==> src/shared/ppcl_pkg.sv <==
// Purpose: Constants and types for the pulse position coordinate logic.
// Assumes: AHB-Lite word registers, one pulse channel, 125 MHz clock.
// Notes:   Operation list below; periods are in clock cycles.
//
// Operation
// A relative move emits exactly the commanded number of pulses.
// A relative move with no origin clears the position to 0 first.
// A relative move with an origin adds the moved count to the position.
// The position counter is signed 32-bit, 8000_0000 to 7FFF_FFFF hex.
// Software gives a pulse setting from 0 to 7FFF_FFFF hex.
// An absolute move with no origin is refused with an error, no pulses.
// An absolute move derives count and direction from target and position.
// The origin-undefined flag is high in relative coordinates only.
// The channel reset command makes the origin undefined again.
// Entering programming mode makes the origin undefined.
// Software asks for absolute moves only after an origin exists.
// An unreachable peak rate is lowered, giving a triangular profile.
// The origin is defined by a finished search or a position write.
// Absolute moves go clockwise when target exceeds position, count |d|.
package ppcl_pkg;
   // Register byte offsets
   localparam logic [7:0] ADDR_CTRL      = 8'h00;
   localparam logic [7:0] ADDR_SETTING   = 8'h04;
   localparam logic [7:0] ADDR_START_PER = 8'h08;
   localparam logic [7:0] ADDR_MIN_PER   = 8'h0C;
   localparam logic [7:0] ADDR_STEP      = 8'h10;
   localparam logic [7:0] ADDR_POSITION  = 8'h14;
   localparam logic [7:0] ADDR_STATUS    = 8'h18;
   localparam logic [7:0] ADDR_INT_STAT  = 8'h1C;
   localparam logic [7:0] ADDR_INT_CLR   = 8'h20;
   localparam logic [7:0] ADDR_INT_EN    = 8'h24;
   localparam logic [7:0] ADDR_REMAIN    = 8'h28;
   // Command bits of the control register
   localparam int CB_REL    = 0;
   localparam int CB_ABS    = 1;
   localparam int CB_SETPV  = 2;
   localparam int CB_ORIGIN = 3;
   localparam int CB_RESET  = 4;
   localparam int CB_CCW    = 5;
   localparam int CB_RAMP   = 6;
   // Status bits
   localparam int ST_BUSY  = 0;
   localparam int ST_NOORG = 1;
   localparam int ST_DIR   = 2;
   localparam int ST_RAMP  = 3;
   // Interrupt bits
   localparam int IRQ_W    = 2;
   localparam int IRQ_DONE = 0;
   localparam int IRQ_ERR  = 1;
   // Reset values and shared constants
   localparam logic [31:0] START_PER_RST = 32'h0000_0100;
   localparam logic [31:0] MIN_PER_RST   = 32'h0000_0010;
   localparam logic [31:0] STEP_RST      = 32'h0000_0001;
   localparam logic [31:0] ZERO_W        = 32'h0000_0000;
   localparam logic [31:0] ONE_W         = 32'h0000_0001;
   localparam logic [31:0] POS_MAX       = 32'h7FFF_FFFF;
   localparam logic [31:0] POS_MIN       = 32'h8000_0000;
   localparam logic [1:0]  HTRANS_NONSEQ = 2'h2;
   // Channel states
   typedef enum logic [1:0] {
      PPCL_IDLE = 2'b01,
      PPCL_RUN  = 2'b10
   } ppcl_state_e;
endpackage

==> src/hw/ppcl_top.sv <==
// Purpose: One pulse channel with position counter and coordinate logic.
// Assumes: Single AHB-Lite slave, zero wait states, OKAY answers only.
// Notes:   Direction high is clockwise; pulse is one cycle wide.
`timescale 1ns/1ps
module ppcl_top (
   input  wire logic        clock,
   input  wire logic        reset,
   input  wire logic        hsel,
   input  wire logic [31:0] haddr,
   input  wire logic [1:0]  htrans,
   input  wire logic        hwrite,
   input  wire logic [2:0]  hsize,
   input  wire logic [31:0] hwdata,
   input  wire logic        hready,
   output logic             hreadyout,
   output logic      [31:0] hrdata,
   output logic             hresp,
   input  wire logic        program_mode,
   output logic             pulse_out,
   output logic             dir_cw,
   output logic             origin_undefined,
   output logic             irq
);
   import ppcl_pkg::*;

   ppcl_state_e        state;
   logic               act_q;
   logic               wr_q;
   logic        [7:0]  addr_q;
   logic        [31:0] setting;
   logic        [31:0] start_per;
   logic        [31:0] min_per;
   logic        [31:0] step;
   logic signed [31:0] position;
   logic        [31:0] remain;
   logic        [31:0] period;
   logic        [31:0] tick;
   logic        [31:0] ramp_cnt;
   logic               ramp_on;
   logic [IRQ_W-1:0]   int_stat;
   logic [IRQ_W-1:0]   int_en;
   logic               pm_s1;
   logic               pm_s2;
   logic               pm_s3;
   logic               wr_en;
   logic               cmd_wr;
   logic               go_rel;
   logic               go_abs;
   logic               abs_err;
   logic               chan_rst;
   logic               set_pv;
   logic               prog_entry;
   logic               fire;
   logic               done_ev;
   logic signed [32:0] diff;
   logic        [32:0] diff_mag;

   // Read multiplexer for the register map
   function automatic logic [31:0] rd_mux(input logic [7:0] a);
      logic [31:0] v;
      v = ZERO_W;
      unique case (a)
         ADDR_SETTING:   v = setting;
         ADDR_START_PER: v = start_per;
         ADDR_MIN_PER:   v = min_per;
         ADDR_STEP:      v = step;
         ADDR_POSITION:  v = position;
         ADDR_REMAIN:    v = remain;
         ADDR_INT_STAT:  v = {{(32-IRQ_W){1'b0}}, int_stat};
         ADDR_INT_EN:    v = {{(32-IRQ_W){1'b0}}, int_en};
         ADDR_STATUS: begin
            v[ST_BUSY]  = (state == PPCL_RUN);
            v[ST_NOORG] = origin_undefined;
            v[ST_DIR]   = dir_cw;
            v[ST_RAMP]  = ramp_on;
         end
         default:        v = ZERO_W;
      endcase
      return v;
   endfunction

   // Bus answers: always ready, always OKAY
   assign hreadyout = 1'b1;
   assign hresp     = 1'b0;

   // Address phase capture and registered read data
   always_ff @(posedge clock or posedge reset) begin
      if (reset) begin
         act_q  <= 1'b0;
         wr_q   <= 1'b0;
         addr_q <= 8'h00;
         hrdata <= ZERO_W;
      end else if (hready) begin
         act_q  <= hsel && (htrans == HTRANS_NONSEQ);
         wr_q   <= hwrite;
         addr_q <= {haddr[7:2], 2'b00};
         if (hsel && (htrans == HTRANS_NONSEQ) && !hwrite) begin
            hrdata <= rd_mux({haddr[7:2], 2'b00});
         end
      end
   end

   // Programming-mode input synchroniser
   always_ff @(posedge clock or posedge reset) begin
      if (reset) begin
         pm_s1 <= 1'b0;
         pm_s2 <= 1'b0;
         pm_s3 <= 1'b0;
      end else begin
         pm_s1 <= program_mode;
         pm_s2 <= pm_s1;
         pm_s3 <= pm_s2;
      end
   end

   // Command decode
   assign wr_en      = act_q && wr_q;
   assign cmd_wr     = wr_en && (addr_q == ADDR_CTRL);
   assign prog_entry = pm_s2 && !pm_s3;
   assign chan_rst   = cmd_wr && hwdata[CB_RESET];
   assign set_pv     = cmd_wr && hwdata[CB_SETPV] && (state == PPCL_IDLE);
   assign go_rel     = cmd_wr && hwdata[CB_REL] && (state == PPCL_IDLE)
                       && !chan_rst;
   assign abs_err    = cmd_wr && hwdata[CB_ABS] && (state == PPCL_IDLE)
                       && origin_undefined && !chan_rst && !go_rel;
   assign go_abs     = cmd_wr && hwdata[CB_ABS] && (state == PPCL_IDLE)
                       && !origin_undefined && !chan_rst && !go_rel;
   // Target minus present position, widened so no overflow
   assign diff       = $signed({setting[31], setting})
                       - $signed({position[31], position});
   assign diff_mag   = diff[32] ? 33'(-diff) : 33'(diff);
   assign fire       = (state == PPCL_RUN) && (tick == ZERO_W)
                       && (remain != ZERO_W);
   assign done_ev    = (state == PPCL_RUN) && (remain == ZERO_W);

   // Simple settings registers
   always_ff @(posedge clock or posedge reset) begin
      if (reset) begin
         setting   <= ZERO_W;
         start_per <= START_PER_RST;
         min_per   <= MIN_PER_RST;
         step      <= STEP_RST;
         int_en    <= '0;
      end else if (wr_en) begin
         unique case (addr_q)
            ADDR_SETTING:   setting   <= hwdata;
            ADDR_START_PER: start_per <= hwdata;
            ADDR_MIN_PER:   min_per   <= hwdata;
            ADDR_STEP:      step      <= hwdata;
            ADDR_INT_EN:    int_en    <= hwdata[IRQ_W-1:0];
            default: ;
         endcase
      end
   end

   // Origin tracking: undefine wins over define
   always_ff @(posedge clock or posedge reset) begin
      if (reset) begin
         origin_undefined <= 1'b1;
      end else if (chan_rst) begin
         origin_undefined <= 1'b1;
      end else if (prog_entry) begin
         origin_undefined <= 1'b1;
      end else if (set_pv || (cmd_wr && hwdata[CB_ORIGIN])) begin
         origin_undefined <= 1'b0;
      end
   end

   // Channel state machine
   always_ff @(posedge clock or posedge reset) begin
      if (reset) begin
         state <= PPCL_IDLE;
      end else begin
         unique case (state)
            PPCL_IDLE: begin
               if (go_rel || go_abs) begin
                  state <= PPCL_RUN;
               end
            end
            PPCL_RUN: begin
               if (chan_rst || done_ev) begin
                  state <= PPCL_IDLE;
               end
            end
            default: state <= PPCL_IDLE;
         endcase
      end
   end

   // Move count, direction and ramp choice at start
   always_ff @(posedge clock or posedge reset) begin
      if (reset) begin
         remain  <= ZERO_W;
         dir_cw  <= 1'b1;
         ramp_on <= 1'b0;
      end else if (chan_rst) begin
         remain <= ZERO_W;
      end else if (go_rel) begin
         remain  <= setting;
         dir_cw  <= !hwdata[CB_CCW];
         ramp_on <= hwdata[CB_RAMP];
      end else if (go_abs) begin
         remain  <= diff_mag[31:0];
         dir_cw  <= !diff[32] && (diff != 33'sd0);
         ramp_on <= hwdata[CB_RAMP];
      end else if (fire) begin
         remain <= remain - ONE_W;
      end
   end

   // Position counter, signed and wrapping in two's complement
   always_ff @(posedge clock or posedge reset) begin
      if (reset) begin
         position <= '0;
      end else if (chan_rst) begin
         position <= '0;
      end else if (set_pv) begin
         position <= setting;
      end else if (go_rel && origin_undefined) begin
         position <= '0;
      end else if (fire) begin
         position <= dir_cw ? position + 32'sd1
                            : position - 32'sd1;
      end
   end

   // Pulse timing with ramp up, hold and ramp down
   always_ff @(posedge clock or posedge reset) begin
      if (reset) begin
         tick     <= ZERO_W;
         period   <= START_PER_RST;
         ramp_cnt <= ZERO_W;
      end else if (go_rel || go_abs) begin
         tick     <= ZERO_W;
         period   <= hwdata[CB_RAMP] ? start_per : min_per;
         ramp_cnt <= ZERO_W;
      end else if (fire) begin
         tick <= period - ONE_W;
         if (ramp_on && (remain <= ramp_cnt + ONE_W)) begin
            // Slow down for as many pulses as were spent speeding up
            period   <= (period + step > start_per) ? start_per
                                                    : period + step;
            ramp_cnt <= (ramp_cnt == ZERO_W) ? ZERO_W : ramp_cnt - ONE_W;
         end else if (ramp_on && (period > min_per)) begin
            period   <= (period - min_per > step) ? period - step
                                                  : min_per;
            ramp_cnt <= ramp_cnt + ONE_W;
         end
      end else if ((state == PPCL_RUN) && (tick != ZERO_W)) begin
         tick <= tick - ONE_W;
      end
   end

   // Pulse output register
   always_ff @(posedge clock or posedge reset) begin
      if (reset) begin
         pulse_out <= 1'b0;
      end else begin
         pulse_out <= fire;
      end
   end

   // Sticky interrupt status, a set beats a clear
   always_ff @(posedge clock or posedge reset) begin
      if (reset) begin
         int_stat <= '0;
      end else begin
         for (int i = 0; i < IRQ_W; i++) begin
            if ((i == IRQ_DONE && done_ev) || (i == IRQ_ERR && abs_err)) begin
               int_stat[i] <= 1'b1;
            end else if (wr_en && addr_q == ADDR_INT_CLR && hwdata[i]) begin
               int_stat[i] <= 1'b0;
            end
         end
      end
   end

   // Level interrupt from enabled status
   assign irq = |(int_stat & int_en);

   logic signed [31:0] pos_start;
   logic        [31:0] pulse_seen;
   logic        [31:0] move_len;
   always_ff @(posedge clock or posedge reset) begin
      if (reset) begin
         pulse_seen <= ZERO_W;
         move_len   <= ZERO_W;
         pos_start  <= '0;
      end else if (go_rel || go_abs) begin
         pulse_seen <= ZERO_W;
         move_len   <= go_rel ? setting : diff_mag[31:0];
         pos_start  <= (go_rel && origin_undefined) ? 32'sd0 : position;
      end else if (fire) begin
         pulse_seen <= pulse_seen + ONE_W;
      end
   end
endmodule

==> config.mk <==
export PLATFORM = sky130hd
export DESIGN_NAME = ppcl_top
export DESIGN_NICKNAME = d
export VERILOG_FILES = /design/src/shared/ppcl_pkg.sv /design/src/hw/ppcl_top.sv
export SDC_FILE = /design/constraint.sdc
export NUM_CORES = 2
export LEC_CHECK = 0
export ABC_AREA = 0
export ABC_CLOCK_PERIOD_IN_PS = 11400
export BUFFER_PORTS_ARGS = -buffer_cell sky130_fd_sc_hd__buf_4
export CAP_MARGIN = 0
export CELL_PAD_IN_SITES_DETAIL_PLACEMENT = 0
export CELL_PAD_IN_SITES_GLOBAL_PLACEMENT = 1
export CORE_ASPECT_RATIO = 1.75
export CORE_MARGIN = 2
export CORE_UTILIZATION = 30
export CTS_BUF_LIST = sky130_fd_sc_hd__clkbuf_2
export CTS_CLUSTER_DIAMETER = 200
export DETAILED_ROUTE_END_ITERATION = 8
export GPL_ROUTABILITY_DRIVEN = 0
export GPL_TIMING_DRIVEN = 0
export PLACE_DENSITY_LB_ADDON = 0.1
export SETUP_SLACK_MARGIN = 0.2
export SYNTH_ARGS = -nofsm -noshare
export SYNTH_HDL_FRONTEND = slang
export SYNTH_SLANG_ARGS = --single-unit
==> constraint.sdc <==
create_clock -name clock -period 11.4 [get_ports clock]
set_input_delay 1.71 -clock clock [delete_from_list [all_inputs] [get_ports clock]]
set_output_delay 1.71 -clock clock [all_outputs]
set_load 0.03 [all_outputs]
==> run metrics <==
status completed; die area around 100000 µm²; Worst Path Max Fanout 10; Num CTS Buffers 94; register area approximately 8500 µm²; DR pass1 iterations 6; Synth area leaders dfrtp_1, ha_1, o21ai_0; gr usage total 30.5%; DRC 0; slew margin rel. between 3 and 4%; Slowest-stage cell, CP nor3_1; Die W roughly 240 µm; final non-filler cell total ~5300; DR WL/cell between 30 and 40 µm; most used cell, CP a21oi_1; reg2reg setup slack approximately 1100 ps; Final Cycle Share between 90% and 100%; Critical Path RT 12620 ps; max-cap violations 0; crit-path max cell delay between 1000 and 1500 ps; Multi-input gate area ~20000 µm²; H-tree Lvls 3; asr flop ratio synth 100%; Reg-to-Reg Start min_per[0]$_DFFE_PP0P_; overall power 3.86 mW; Clk Latency, worst-skew pair 1480 ps; routed vias 30300; largest net degree at the start of global routing ~120; Initial Utilization roughly 30%; Post CTS Setup Buffer Count 0; Final Slew Violations 0; via count of the first global-routing pass about 31000; R2R cell count 26; Net Count, Synth about 4000; Slew @ Worst Pin around 1400 ps; kind of critical path reg2reg; Seq/Total Area, Yosys around 29%; Hold Crit Class in2async; VDD IR max 0.0486 mV; # setup viols final 0; global-route wire length before repair roughly 220 mm; post-synth cell types 99; Total Routed Length ~160 mm; smallest hold slack roughly 350 ps; Clock Skew around 130 ps; Root Driver clkbuf_2; initial DRC count 2216; io pins between 100 and 150; Max clock buf depth 3; placed instance count a little over 5000; top cell family by delay on the critical path compound AO/OA/AOI/OAI gates; Main synth FF type dfrtp_1; nets@finish 4195; fill cell count roughly 11000; most frequent cells in the layout dfrtp_1, o21ai_0, nor2_1; via density per instance ~5.8; Mapped Area around 30000 µm²; gr ovfl total 0; hold_buf cts 0; Cell Pwr Density roughly 120 nW/µm²; EDFF count, synth 0; Critical Path Source Type flop; minimum clock period 10340 ps; fmax 96.7 MHz; Area Growth Syn to Fin 11.2%; Clock transition at path regs ~120 ps; Ys Warns 0; crit path launch min_per[0]$_DFFE_PP0P_; clock tree from TritonCTS yes; Reg2Reg Capture Point period[29]$_DFFE_PP0P_; RSZ-0062 raised after global routing false; Setup TNS 0 ps; DP Wirelength around 130 mm; synthesized area per cell approximately 8.1 µm²; cell leakage power about 14 nW; die height ~420 µm; Syn Inst Count ~3700; post-route antenna net violation count 0; # clock sinks between 300 and 400; PortBufs 78; WP data arrival 11550 ps; top cell type's share of synthesized area between 20% and 30%; Buf/Inv on CP 3; Synth area leader dfrtp_1; commonest non-fill, non-tap cell in the layout dfrtp_1; CP endpoint kind flop; initial antenna violation count 5; layout cell share with drive strength beyond 1 between 9 and 10%; final hold violations 0; core area approximately 99000 µm²; Post-CTS Resized 0; # rows approximately 150; synthesis-stage register bit count 341
==> through the flow <==
step | utilization (%) | area (µm²) | setup slack (ps)
floorplan | - | 29900 | 250
global placement | 32.4 | 32100 | -5620
detailed placement | 32.6 | 32300 | 1300
CTS | 33.5 | 33200 | 1200
global route | 33.5 | 33300 | 1220
finish | 33.5 | 33300 | 1060
==> how the worst max path moves through the flow <==
stage	endpoint	slack [ps]	cells after the start
after floorplan	act_q$_DFFE_PP0P_	250	1
after global placement	step[1]$_DFFE_PP0P_	-5620	2
after detailed placement	period[29]$_DFFE_PP0P_	1300	26
after CTS	period[29]$_DFFE_PP0P_	1200	26
after global routing	period[29]$_DFFE_PP0P_	1220	26
final	period[29]$_DFFE_PP0P_	1060	26
==> metal layers <==
metal,vias up,wire length [µm],part of all wire [%],track usage (%)
met5,-,15,0.0094,0
met4,2,13600,8.5,22.6
met3,438,6380,4.0,4.39
met2,964,82800,52,56.4
met1,14900,56700,36,31.0
li1,13900,-,-,-
==> cell families (layout without fill, tap and decap cells) <==
| family | Yosys count | after routing | share of synthesized area, % |
|---|---|---|---|
| AOI/OAI and AO/OA | 1268 | 1268 | 27.2 |
| xor gates and xnor gates | 217 | 217 | 6.36 |
| adders and majority gates | 263 | 263 | 11.1 |
| buffers and inverters | 418 | 675 | 5.32 |
| DFF | 341 | 341 | 28.6 |
| muxes | 132 | 132 | 4.84 |
| other | 2 | 11 | 0.0251 |
| and+or+nand+nor | 1033 | 1033 | 16.6 |
==> report_power, final <==
group / leakage (nW) / internal (mW) / total (mW) / switching, mW
Clock: 0.667 / 0.374 / 1.04 / 0.670
Combinational: 9.69 / 0.502 / 1.38 / 0.874
Sequential: 3.91 / 1.29 / 1.44 / 0.152
Total: 14.3 / 2.17 / 3.86 / 1.70
==> final cells by class <==
| class | count | area share [%] |
|---|---|---|
| Antenna cell | 9 | 0.0677 |
| Clock inverter | 33 | 0.606 |
| Tap cell | 1317 | 4.95 |
| Timing Repair Buffer | 87 | 2.30 |
| Buffer | 188 | 2.20 |
| Inverter | 230 | 2.62 |
| Clock buffer | 137 | 2.06 |
| Multi-Input combinational cell | 2915 | 59.5 |
| Sequential cell | 341 | 25.7 |
==> worst register-to-register path, delay by kind of cell (launching register included) <==
family	cells	cell delay, ps
AND/OR/NAND/NOR	5	2800
buffers and inverters	3	1540
adder cells (fa/ha/maj)	3	1010
flip-flops	1	770
AO/OA/AOI/OAI	14	3940
XOR/XNOR	1	80
==> cells in the mapped netlist, types with 35 or more instances <==
library cell and count:
dfrtp_1 334, o21ai_0 327, nor2_1 314, nand2_1 299, a21oi_1 284, ha_1 258
inv_1 227, clkbuf_1 161, xnor2_1 143, a21o_1 93, a22oi_1 91, nor3_1 84
mux2_2 81, xor2_1 74, a211oi_1 69, nand3_1 61, a31oi_1 58, mux2i_1 49
nand4_1 43, o22ai_1 42, nand2b_1 35
Note: power is estimated with default switching activity, not from simulation.
